<file path="src/logic/ardc_pkg.sv">
package ardc_pkg;

   // ------------------------------------------------------------
   // word and control layout
   // ------------------------------------------------------------
   localparam int          WORD_BITS      = 20;
   localparam int          CNT_BITS       = 5;
   localparam logic [7:0]  CTRL_RESET     = 8'h00;
   localparam logic [7:0]  IN_CTRL_RESET  = 8'h00;
   localparam logic [3:0]  SYNC_IDLE      = 4'h8;
   localparam int          CLK_SEL_HI     = 7;
   localparam int          CLK_SEL_LO     = 6;
   localparam int          RATE_BIT       = 4;
   localparam int          WIDTH_HI       = 3;
   localparam int          WIDTH_LO       = 2;
   localparam int          MODE_HI        = 1;
   localparam int          MODE_LO        = 0;
   localparam logic [1:0]  MODE_LEGACY    = 2'h0;
   localparam logic [1:0]  MODE_SRC       = 2'h3;
   localparam logic [1:0]  WIDTH_DUAL     = 2'h2;
   localparam logic [1:0]  WIDTH_QUAD     = 2'h3;
   localparam logic [1:0]  CLK_ECHO       = 2'h0;
   localparam logic [1:0]  CLK_INT        = 2'h1;
   localparam logic [1:0]  CLK_INT_DIV2   = 2'h2;
   localparam logic [1:0]  CLK_INT_DIV4   = 2'h3;
   localparam logic [2:0]  LANES_ONE      = 3'h1;
   localparam logic [2:0]  LANES_TWO      = 3'h2;
   localparam logic [2:0]  LANES_FOUR     = 3'h4;
   localparam logic [1:0]  DIV_ONE_LAST   = 2'h0;
   localparam logic [1:0]  DIV_TWO_LAST   = 2'h1;
   localparam logic [1:0]  DIV_FOUR_LAST  = 2'h3;

   typedef enum logic [1:0] {
      ARDC_IDLE,
      ARDC_CHAIN,
      ARDC_SRC
   } ardc_state_type;

   typedef struct packed {
      logic [1:0] clk_sel;
      logic       ddr;
      logic [1:0] width;
      logic [1:0] mode;
   } ardc_cfg_type;

   typedef struct packed {
      logic [WORD_BITS-1:0] word;
   } ardc_word_type;

   function automatic ardc_cfg_type ardc_decode(input logic [7:0] ctrl);
      ardc_cfg_type c;
      c.clk_sel = ctrl[CLK_SEL_HI:CLK_SEL_LO];
      c.ddr     = ctrl[RATE_BIT];
      c.width   = ctrl[WIDTH_HI:WIDTH_LO];
      c.mode    = ctrl[MODE_HI:MODE_LO];
      return c;
   endfunction : ardc_decode

endpackage : ardc_pkg

</file>
<file path="src/logic/ardc_readout.sv">
`timescale 1ns/10ps
// What this block does
// - nonzero output control: no chaining through on long frames
// - source-synchronous: ready strobe carries output clock synchronous with data
// - output clock from host clock or internal clock, optionally divided by two or four
// - dual width: two bits per launch edge on lanes zero and one
// - quad width: four bits per launch edge on lanes zero to three
// - defaults are single data rate and one output lane
// - sdr: strobe rises, data launched on each rising edge
// - ddr: strobe toggles, data on every edge, first on a rising edge
// - all clock source, lane and rate combinations selectable by control codes
// - chain mode merges output and input shift registers into one 20-bit register
// - conversion trigger rising samples input; frame starts at chip select falling
// - chain launch edge shifts register msb onto lane zero
// - chain capture edge shifts serial input into register lsb
// - chip select rising in chain mode: register contents taken as command, dropped when both buffer entries are full
// - clock select: 00 echo, 01 internal, 10 halved, 11 quartered
// - data rate ignored in legacy mode, effective only in source-synchronous
// - reset returns to legacy mode-zero single-lane protocol
module ardc_readout
   import ardc_pkg::*;
(
   input  wire logic                 sys_clk,
   input  wire logic                 nrst,
   input  wire logic                 chip_select_n,
   input  wire logic                 serial_clock,
   input  wire logic                 serial_in_pin,
   input  wire logic                 conversion_trigger,
   input  wire logic [WORD_BITS-1:0] sample_word,
   input  wire logic [7:0]           output_protocol_ctrl,
   input  wire logic [7:0]           input_protocol_ctrl,
   input  wire logic                 cmd_ready,
   output logic                      ready_strobe_out,
   output logic                      serial_out_lane0,
   output logic [2:0]                serial_out_hi,
   output logic                      sample_strobe,
   output logic                      cmd_valid,
   output logic [WORD_BITS-1:0]      cmd_word,
   output logic                      source_sync_mode
);

   // ------------------------------------------------------------
   // input synchronisers
   // ------------------------------------------------------------
   logic [3:0] sync_a;
   logic [3:0] sync_b;
   logic       cs_prev;
   logic       sck_prev;
   logic       cvt_prev;

   always_ff @(posedge sys_clk) begin
      if (!nrst) begin
         // idle pin levels: select high, clock, data and trigger low
         sync_a <= SYNC_IDLE;
         sync_b <= SYNC_IDLE;
      end else begin
         sync_a <= {chip_select_n, serial_clock, serial_in_pin, conversion_trigger};
         sync_b <= sync_a;
      end
   end

   logic cs_n_s;
   logic sck_s;
   logic sdi_s;
   logic cvt_s;
   assign cs_n_s = sync_b[3];
   assign sck_s  = sync_b[2];
   assign sdi_s  = sync_b[1];
   assign cvt_s  = sync_b[0];

   always_ff @(posedge sys_clk) begin
      if (!nrst) begin
         cs_prev  <= 1'b1;
         sck_prev <= 1'b0;
         cvt_prev <= 1'b0;
      end else begin
         cs_prev  <= cs_n_s;
         sck_prev <= sck_s;
         cvt_prev <= cvt_s;
      end
   end

   logic cs_fall;
   logic cs_rise;
   logic sck_rise;
   logic sck_fall;
   logic cvt_rise;
   assign cs_fall  = cs_prev & ~cs_n_s;
   assign cs_rise  = ~cs_prev & cs_n_s;
   assign sck_rise = ~sck_prev & sck_s;
   assign sck_fall = sck_prev & ~sck_s;
   assign cvt_rise = ~cvt_prev & cvt_s;

   // ------------------------------------------------------------
   // configuration
   // ------------------------------------------------------------
   ardc_cfg_type cfg;
   logic         is_src;
   logic         ddr_eff;
   logic [2:0]   lanes;
   logic         cpha;
   logic         cpol;

   assign cfg     = ardc_decode(output_protocol_ctrl);
   assign is_src  = (cfg.mode == MODE_SRC);
   assign ddr_eff = is_src & cfg.ddr;
   assign cpol    = input_protocol_ctrl[1];
   assign cpha    = input_protocol_ctrl[0];

   always_comb begin
      if (cfg.width == WIDTH_QUAD) begin
         lanes = LANES_FOUR;
      end else if (cfg.width == WIDTH_DUAL) begin
         lanes = LANES_TWO;
      end else begin
         lanes = LANES_ONE;
      end
   end

   // legacy launch/capture edges follow polarity and phase
   logic cap_edge;
   logic lau_edge;
   assign cap_edge = (cpol ^ cpha) ? sck_fall : sck_rise;
   assign lau_edge = (cpol ^ cpha) ? sck_rise : sck_fall;

   // ------------------------------------------------------------
   // conversion sample
   // ------------------------------------------------------------
   logic [WORD_BITS-1:0] held_word;

   always_ff @(posedge sys_clk) begin
      if (!nrst) begin
         held_word     <= '0;
         sample_strobe <= 1'b0;
      end else begin
         sample_strobe <= cvt_rise;
         if (cvt_rise) begin
            held_word <= sample_word;
         end
      end
   end

   // ------------------------------------------------------------
   // frame engine
   // ------------------------------------------------------------
   ardc_state_type       state;
   logic [WORD_BITS-1:0] shift_chain;
   logic [CNT_BITS-1:0]  cap_count;
   logic [1:0]           div_cnt;
   logic [1:0]           div_last;
   logic                 src_tick;
   logic                 strobe;
   logic                 first_launched;

   always_comb begin
      case (cfg.clk_sel)
         CLK_INT:      div_last = DIV_ONE_LAST;
         CLK_INT_DIV2: div_last = DIV_TWO_LAST;
         CLK_INT_DIV4: div_last = DIV_FOUR_LAST;
         default:      div_last = DIV_ONE_LAST;
      endcase
      if (cfg.clk_sel == CLK_ECHO) begin
         src_tick = sck_rise | sck_fall;
      end else begin
         src_tick = (div_cnt == div_last);
      end
   end

   // next strobe level and whether data launches on this tick
   logic next_strobe;
   logic launch_now;
   always_comb begin
      next_strobe = ~strobe;
      launch_now  = src_tick & (ddr_eff | ~strobe);
   end

   logic [WORD_BITS-1:0] shifted;
   always_comb begin
      case (lanes)
         LANES_FOUR: shifted = {shift_chain[WORD_BITS-5:0], 4'h0};
         LANES_TWO:  shifted = {shift_chain[WORD_BITS-3:0], 2'h0};
         default:    shifted = {shift_chain[WORD_BITS-2:0], 1'b0};
      endcase
   end

   always_ff @(posedge sys_clk) begin
      if (!nrst) begin
         state            <= ARDC_IDLE;
         shift_chain      <= '0;
         cap_count        <= '0;
         div_cnt          <= '0;
         strobe           <= 1'b0;
         first_launched   <= 1'b0;
         serial_out_lane0 <= 1'b0;
         serial_out_hi    <= 3'h0;
         source_sync_mode <= 1'b0;
      end else begin
         source_sync_mode <= is_src;
         case (state)
            ARDC_IDLE: begin
               strobe        <= 1'b0;
               serial_out_hi <= 3'h0;
               div_cnt       <= '0;
               if (cs_fall) begin
                  shift_chain    <= held_word;
                  cap_count      <= '0;
                  first_launched <= 1'b0;
                  if (is_src) begin
                     state <= ARDC_SRC;
                  end else begin
                     state            <= ARDC_CHAIN;
                     serial_out_lane0 <= cpha ? 1'b0 : held_word[WORD_BITS-1];
                  end
               end
            end
            ARDC_CHAIN: begin
               if (cs_rise) begin
                  state <= ARDC_IDLE;
               end else begin
                  if (lau_edge) begin
                     serial_out_lane0 <= shift_chain[WORD_BITS-1];
                     serial_out_hi    <= (lanes == LANES_ONE) ? 3'h0 :
                                         {shift_chain[WORD_BITS-4], shift_chain[WORD_BITS-3],
                                          shift_chain[WORD_BITS-2]} & {lanes[2], lanes[2], 1'b1};
                  end
                  if (cap_edge) begin
                     // unified register only in legacy mode with control cleared
                     if (output_protocol_ctrl == CTRL_RESET) begin
                        shift_chain <= {shift_chain[WORD_BITS-2:0], sdi_s};
                     end else if (cap_count < CNT_BITS'(WORD_BITS)) begin
                        shift_chain <= {shift_chain[WORD_BITS-2:0], 1'b0};
                     end
                     if (cap_count != '1) begin
                        cap_count <= cap_count + 1'b1;
                     end
                  end
               end
            end
            ARDC_SRC: begin
               if (cs_rise) begin
                  state  <= ARDC_IDLE;
                  strobe <= 1'b0;
               end else begin
                  div_cnt <= (div_cnt == div_last) ? 2'h0 : div_cnt + 2'h1;
                  if (src_tick) begin
                     strobe <= next_strobe;
                  end
                  if (launch_now) begin
                     first_launched   <= 1'b1;
                     serial_out_lane0 <= shift_chain[WORD_BITS-1];
                     serial_out_hi    <= {shift_chain[WORD_BITS-4] & lanes[2],
                                          shift_chain[WORD_BITS-3] & lanes[2],
                                          shift_chain[WORD_BITS-2] & ~lanes[0]};
                     shift_chain      <= shifted;
                  end
               end
            end
            default: state <= ARDC_IDLE;
         endcase
      end
   end

   always_ff @(posedge sys_clk) begin
      if (!nrst) begin
         ready_strobe_out <= 1'b0;
      end else begin
         // launched on the same edge as the data it clocks
         if ((state == ARDC_SRC) && !cs_rise) begin
            ready_strobe_out <= src_tick ? next_strobe : strobe;
         end else begin
            ready_strobe_out <= 1'b0;
         end
      end
   end

   // ------------------------------------------------------------
   // command buffer, two entries
   // ------------------------------------------------------------
   ardc_word_type        buf_mem [2];
   logic                 wr_ptr;
   logic                 rd_ptr;
   logic [1:0]           buf_cnt;
   logic                 push;
   logic                 pop;

   assign push = (state == ARDC_CHAIN) & cs_rise & (buf_cnt != 2'h2);
   assign pop  = cmd_valid & cmd_ready;

   always_ff @(posedge sys_clk) begin
      if (!nrst) begin
         wr_ptr  <= 1'b0;
         rd_ptr  <= 1'b0;
         buf_cnt <= 2'h0;
      end else begin
         if (push) begin
            buf_mem[wr_ptr].word <= shift_chain;
            wr_ptr               <= ~wr_ptr;
         end
         if (pop) begin
            rd_ptr <= ~rd_ptr;
         end
         buf_cnt <= buf_cnt + {1'b0, push} - {1'b0, pop};
      end
   end

   always_ff @(posedge sys_clk) begin
      if (!nrst) begin
         cmd_valid <= 1'b0;
         cmd_word  <= '0;
      end else begin
         cmd_valid <= (buf_cnt - {1'b0, pop}) != 2'h0 || push;
         if (pop || !cmd_valid) begin
            cmd_word <= (buf_cnt - {1'b0, pop} != 2'h0) ? buf_mem[rd_ptr ^ pop].word : shift_chain;
         end
      end
   end

endmodule : ardc_readout
</file>
<file path="config.mk">
export PLATFORM = sky130hd
export DESIGN_NAME = ardc_readout
export DESIGN_NICKNAME = d
export VERILOG_FILES = /design/src/logic/ardc_pkg.sv /design/src/logic/ardc_readout.sv
export SDC_FILE = /design/constraint.sdc
export NUM_CORES = 1
export LEC_CHECK = 0
export ABC_AREA = 1
export BUFFER_PORTS_ARGS = -buffer_cell sky130_fd_sc_hd__buf_2
export CORE_MARGIN = 2
export CORE_UTILIZATION = 60
export CTS_BUF_LIST = sky130_fd_sc_hd__clkbuf_4
export CTS_CLUSTER_DIAMETER = 30
export DETAILED_ROUTE_END_ITERATION = 10
export HOLD_SLACK_MARGIN = 0.02
export PLACE_DENSITY_LB_ADDON = 0.25
export SYNTH_ARGS = -nofsm -noshare
export SYNTH_HDL_FRONTEND = slang
export SYNTH_SLANG_ARGS = --single-unit
</file>
<file path="constraint.sdc">
create_clock -name sys_clk -period 3.1 [get_ports sys_clk]
set_clock_uncertainty 0.1 [all_clocks]
set_input_delay 0.31 -clock sys_clk [delete_from_list [all_inputs] [get_ports sys_clk]]
set_output_delay 0.31 -clock sys_clk [all_outputs]
set_load 0.02 [all_outputs]
</file>
==> results of run 1 <==
worst paths after layout:
path              depth (start not counted)  slack (ps)    endpoint                    start
hold / removal                            3          50    state[1]  output_protocol_ctrl[0]
setup / recovery                         13         510  buf_cnt[1]                 state[1]
setup reg to reg                         13         510  buf_cnt[1]                 state[1]
hold reg to reg                           2         330   sync_b[2]                sync_a[2]
worst max-delay path: stages, from the launching register on:
cell     delay [ps]
dfxtp_1         360
inv_1            80
ha_1            420
inv_2           110
nor2_1          160
inv_1            80
a21oi_1         210
inv_1           100
ha_1            270
inv_1            50
ha_1            160
xor2_1          200
o21ai_0         100
a21oi_1         120
layout make-up:
cell class | instances | area share, %
multi-input cells | 541 | 36.7
well taps | 136 | 2.37
clock inverters | 14 | 1.74
clock buffers | 18 | 1.88
repair buffers | 98 | 8.91
inverters | 110 | 5.74
flip-flops and latches | 133 | 42.6
flip-flops by register name, summed over array words and instances, names as in the netlist, 2 cells and up:
register	count
buf_mem	40
cmd_word	20
held_word	20
shift_chain	20
cap_count	5
sync_a	4
sync_b	4
serial_out_hi	3
buf_cnt	2
div_cnt	2
state	2
cells in the mapped netlist (2+ instances only):
cell type and n:
xor2_1 2, buf_6 3, a21oi_1 43, inv_2 11
mux2i_1 20, o211ai_1 13, or2_2 2, edfxtp_1 40
nor2_1 147, o21ai_0 74, ha_1 10, nand3_1 26
o21ai_1 4, nand4_1 22, nand2_1 158, inv_1 97
buf_1 3, clkbuf_1 29, a211oi_1 2, dfxtp_1 93
nor3_1 5, clkinv_1 2, buf_2 7
per-stage QoR:
stage          power, mW  worst slack [ps]  instances
2_1_floorplan       4.49               585        826
3_3_place_gp        5.02               669        992
3_5_place_dp        5.12               548        992
4_1_cts             6.21               536       1050
5_1_grt             6.74               223       1050
6_report            6.26               515       1050
power breakdown:
group,internal (mW),switching [mW],leakage (nW)
Sequential,2.14,0.265,1.13
Clock,0.410,0.668,0.128
Combinational,0.894,1.88,2.14
cells in the final DEF (no fill, tap or decap), drive strengths merged, types with 2 or more instances in the layout:
| master | synthesis | layout |
|---|---|---|
| inv | 108 | 112 |
| o211ai | 13 | 13 |
| buf | 13 | 72 |
| dlygate4sd3 | 0 | 26 |
| ha | 10 | 10 |
| clkinv | 2 | 5 |
| clkinvlp | 0 | 6 |
| edfxtp | 40 | 40 |
| o21ai | 78 | 78 |
| nor2 | 149 | 149 |
| clkbuf | 29 | 18 |
| dfxtp | 93 | 93 |
| nand3 | 27 | 27 |
| or2 | 2 | 2 |
| mux2i | 20 | 20 |
| a211oi | 2 | 2 |
| nand4 | 22 | 22 |
| xor2 | 2 | 2 |
| nand2 | 159 | 159 |
| a21oi | 44 | 44 |
| nor3 | 5 | 5 |
kinds of logic (layout without fill, tap and decap cells):
family                     count (synthesis)  count (layout)  synth area share (%)
buffers and inverters                    152             240                  9.55
muxes                                     20              20                  3.18
adders and majority gates                 10              10                  1.99
AOI/OAI and AO/OA                        141             141                  12.0
xor gates and xnor gates                   3               3                 0.417
DFF                                      133             133                  48.6
and+or+nand+nor                          367             367                  24.2
metal layers:
metal / vias to the layer above / wire, microns / GRT usage, %
met5: - / 0 / 0
met4: 0 / 248 / 8.16
met3: 31 / 1190 / 6.99
met2: 294 / 6850 / 42.9
met1: 2512 / 6380 / 36.3
li1: 2824 / - / -
==> out/results.tsv, run 1 <==
metric	value	unit
P&R area growth vs syn	14.1	%
Worst EP arrival	2950	ps
maximum vdd drop	0.477	mV
Die ar.	11300	sq um
Post-synth EDFFs	40	
critical path launch point type	register	
Post-Route WL	14.7	mm
final instance area	7190	sq um
WL/cell	14.0	microns
post-DP HPWL	9.58	mm
H-tree lvl count	4	
Net Count, Synth	879	
multi-input logic area	2640	sq um
Max Clk Rate	0.387	GHz
Starting Density	61.3	%
Most used DFF post-synth	dfxtp_1	
max cap viols	0	
CTS tree	yes	
num rows	37	
setup tns final	0	ps
io pins	71	
latest clock arrival within the worst-skew pair	520	ps
Layout Nets	954	
Tmin final	2590	ps
GR Util All Layers	26.9	%
TritonCTS Buffers	17	
initial antenna violation count	0	
async set or reset register ratio after synthesis	0	%
post-route ant nets	0	
clk slew on worst S/H paths	120	ps
total number of vias	5661	
Die W	106	microns
largest net degree at the start of global routing	59	
Lkg Pwr	3.39	nW
CTS Sinks	133	
Placer Congestion	0.864	
Tightest Hold Check Type	primary input to register	
Setup CP Type	register to register	
period utilization	83.4	%
first-pass GRT wire length	24.3	mm
FF+latch area	3060	sq um
root buffer cell	clkbuf_4	
share of cells above drive strength 1	13.5	%
Synth top area share	29.6	%
layout filler cell count	855	
DR vias/cell	5.39	
final hold violation count	0	
run status	finished, final reports clean	
Mapped Area	6300	sq um
number of port buffers	64	
Post-CTS Setup Bufs	0	
yosys warns	0	
PD cells	871	nW/um^2
# diodes	0	
post-cts hold buffer count	26	
#FFs+latches synth	133	
Starting DRT DRC Count	769	
Syn Inst Count	826	
Core ar.	10300	sq um
Slew Limit Headroom	36.9	%
post-synth cell types	36	
vias in the first global route	5214	
final setup fails	0	
Syn Area/Cell	7.63	sq um
crit-path max FO	10	
largest cells by area after synthesis	dfxtp_1 (30%), edfxtp_1 (19%), nand2_1 (9.4%)	
final core occ	69.9	%
DRC violations left	0	
Min Hold Slack	52.9	ps
post-cts repair resize count	0	
Pins Over Slew Limit	0	
RSZ-0062 raised after global routing	false	
Die H	106	microns
Worst-Margin Slew	945	ps
Seq/Total Area, Yosys	48.6	%
grt ovf	0	
clock buffer depth	2	
Synth area leader	dfxtp_1	
drt first pass iters	5	
crit end category	register	
critical path required time	3470	ps
area post-placement	6670	sq um
No activity file was read; power rests on OpenSTA's default activity.
==> inputs of run 2 (changes only) <==
==> constraint.sdc (replaced) <==
create_clock -name sys_clk -period 2.7 [get_ports sys_clk]
set_clock_uncertainty 0.1 [all_clocks]
set_input_delay 0.27 -clock sys_clk [delete_from_list [all_inputs] [get_ports sys_clk]]
set_output_delay 0.27 -clock sys_clk [all_outputs]
set_load 0.02 [all_outputs]
==> run 2 against run 1 <==
Via count is 0.19% lower; register-to-register slack worse by 240 ps; final cell count is 0.57% higher; utilization is 0.78 points higher; fmax is 6.7% higher; sequential power is 15% higher; largest power group unchanged.
==> out/results.tsv, run 2 (synthesis gave the netlist of run 1 again) <==
metric	value	unit
run status	finished, final reports clean	
Worst R2R End	buf_cnt[1]	
critical path required time	3070	ps
Placement Setup Slack	251	ps
Tmin final	2420	ps
met1 GRT Util	34.6	%
max cap viols	0	
latest clock arrival within the worst-skew pair	540	ps
Placer Congestion	0.875	
grt peak-use layer	met2	
final core occ	70.7	%
M2 GR Usage	41.9	%
layout filler cell count	837	
Die ar.	11300	sq um
setup tns final	0	ps
clk slew on worst S/H paths	120	ps
Tightest Hold Check Type	primary input to register	
Final WS setup	276	ps
Slew Limit Headroom	47.9	%
crit-path max FO	7	
TritonCTS Buffers	17	
initial antenna violation count	0	
PD cells	1010	nW/um^2
largest register by flop count	buf_mem	
Post-Route WL	14.5	mm
Setup CP Type	register to register	
Worst EP arrival	2790	ps
critical path launch point type	register	
period utilization	89.8	%
grt ovf	0	
commonest non-fill, non-tap cells in the layout	nand2_1 (158), nor2_1 (147), inv_1 (97)	
vias in the first global route	5237	
post-DP HPWL	9.60	mm
Die H	106	microns
H-tree lvl count	4	
DR vias/cell	5.35	
drt first pass iters	6	
cell depth of the worst flop-to-flop path	13	
final setup fails	0	
commonest non-fill, non-tap cell in the layout	nand2_1	
P&R area growth vs syn	15.4	%
met3 usage	6.38	%
Worst-Margin Slew	781	ps
GR Util All Layers	26.4	%
# diodes	0	
R2R Path Start	state[1]	
number of port buffers	64	
DRC violations left	0	
num rows	37	
io pins	71	
first-pass GRT wire length	23.8	mm
Starting Density	61.3	%
largest net degree at the start of global routing	59	
Critical Path End	buf_cnt[1]	
crit end category	register	
share of cells above drive strength 1	13.9	%
Starting DRT DRC Count	725	
final hold violation count	0	
Core ar.	10300	sq um
Lkg Pwr	3.45	nW
total number of vias	5650	
clock buffer depth	2	
CTS tree	yes	
RSZ-0062 raised after global routing	false	
Pins Over Slew Limit	0	
Layout Nets	960	
maximum vdd drop	0.509	mV
crit path from	state[1]	
root buffer cell	clkbuf_4	
WL/cell	13.8	microns
number of flip-flops in the largest register	40	
Worst Hold Launch	input_protocol_ctrl[0]	
Die W	106	microns
Max Clk Rate	0.413	GHz
post-route ant nets	0	
CTS Sinks	133	
R2R setup slack	280	ps
## run 2: cell count changes in the layout (fill, tap and decap cells not counted), moves of 2 or more
cell           change
clkinv_4           +4
dlygate4sd3_1      +2
buf_4              +4
clkinvlp_4         -5
## run 2: per-stage QoR
stage               hold WS, ps  instance area, sq um  cells  total power [mW]
global placement            293                  6700    996              5.79
finish                      125                  7270   1056              7.31
floorplan                   268                  6300    826              5.16
detailed placement          300                  6700    996              5.88
global route                110                  7270   1056              7.86
CTS                        85.8                  7270   1056              7.25
## run 2: how the worst min path moves through the flow
stage,end,slack [ps],cells past startpoint
5_1_grt,serial_out_lane0,110,6
2_1_floorplan,sync_a[0],270,2
4_1_cts,serial_out_lane0,90,6
3_5_place_dp,sync_b[1],300,2
3_3_place_gp,sync_b[2],290,2
6_report,serial_out_lane0,120,6
## run 2: timing repair
item	in CTS	in global routing
hold buffers	28	0
setup buffers	0	0
setup endpoints to repair	0	1
endpoints found under the hold margin	27	0
resized for setup	0	1
## run 2: report_power, final
part	switching, mW	total (mW)	internal [mW]
Sequential	0.319	2.78	2.46
Combinational	2.14	3.20	1.05
Clock	0.763	1.33	0.571
Total	3.22	7.31	4.09
## run 2: cell type report
cell class / count / area [sq um] / area share [%]
sequential: 133 / 3060 / 42.1
multi-input combinational: 541 / 2640 / 36.4
timing repair buffer: 104 / 691 / 9.50
inverter: 110 / 413 / 5.68
tap: 136 / 170 / 2.34
clock inverter: 14 / 153 / 2.10
clock buffer: 18 / 135 / 1.86
## run 2: worst max-delay path, cell delays in order (launching register included)
cell,delay [ps]
dfxtp_1,360
inv_1,80
ha_2,240
inv_2,80
nor2_1,190
inv_1,100
a21oi_1,210
inv_1,90
ha_1,270
inv_1,40
ha_1,170
xor2_1,170
o21ai_0,100
a21oi_1,150
## run 2: layer usage
layer / up-vias / share of wire [%]
li1: 2821 / -
met1: 2565 / 44
met2: 229 / 46
met3: 35 / 7.7
met4: 0 / 2.1
met5: - / 0
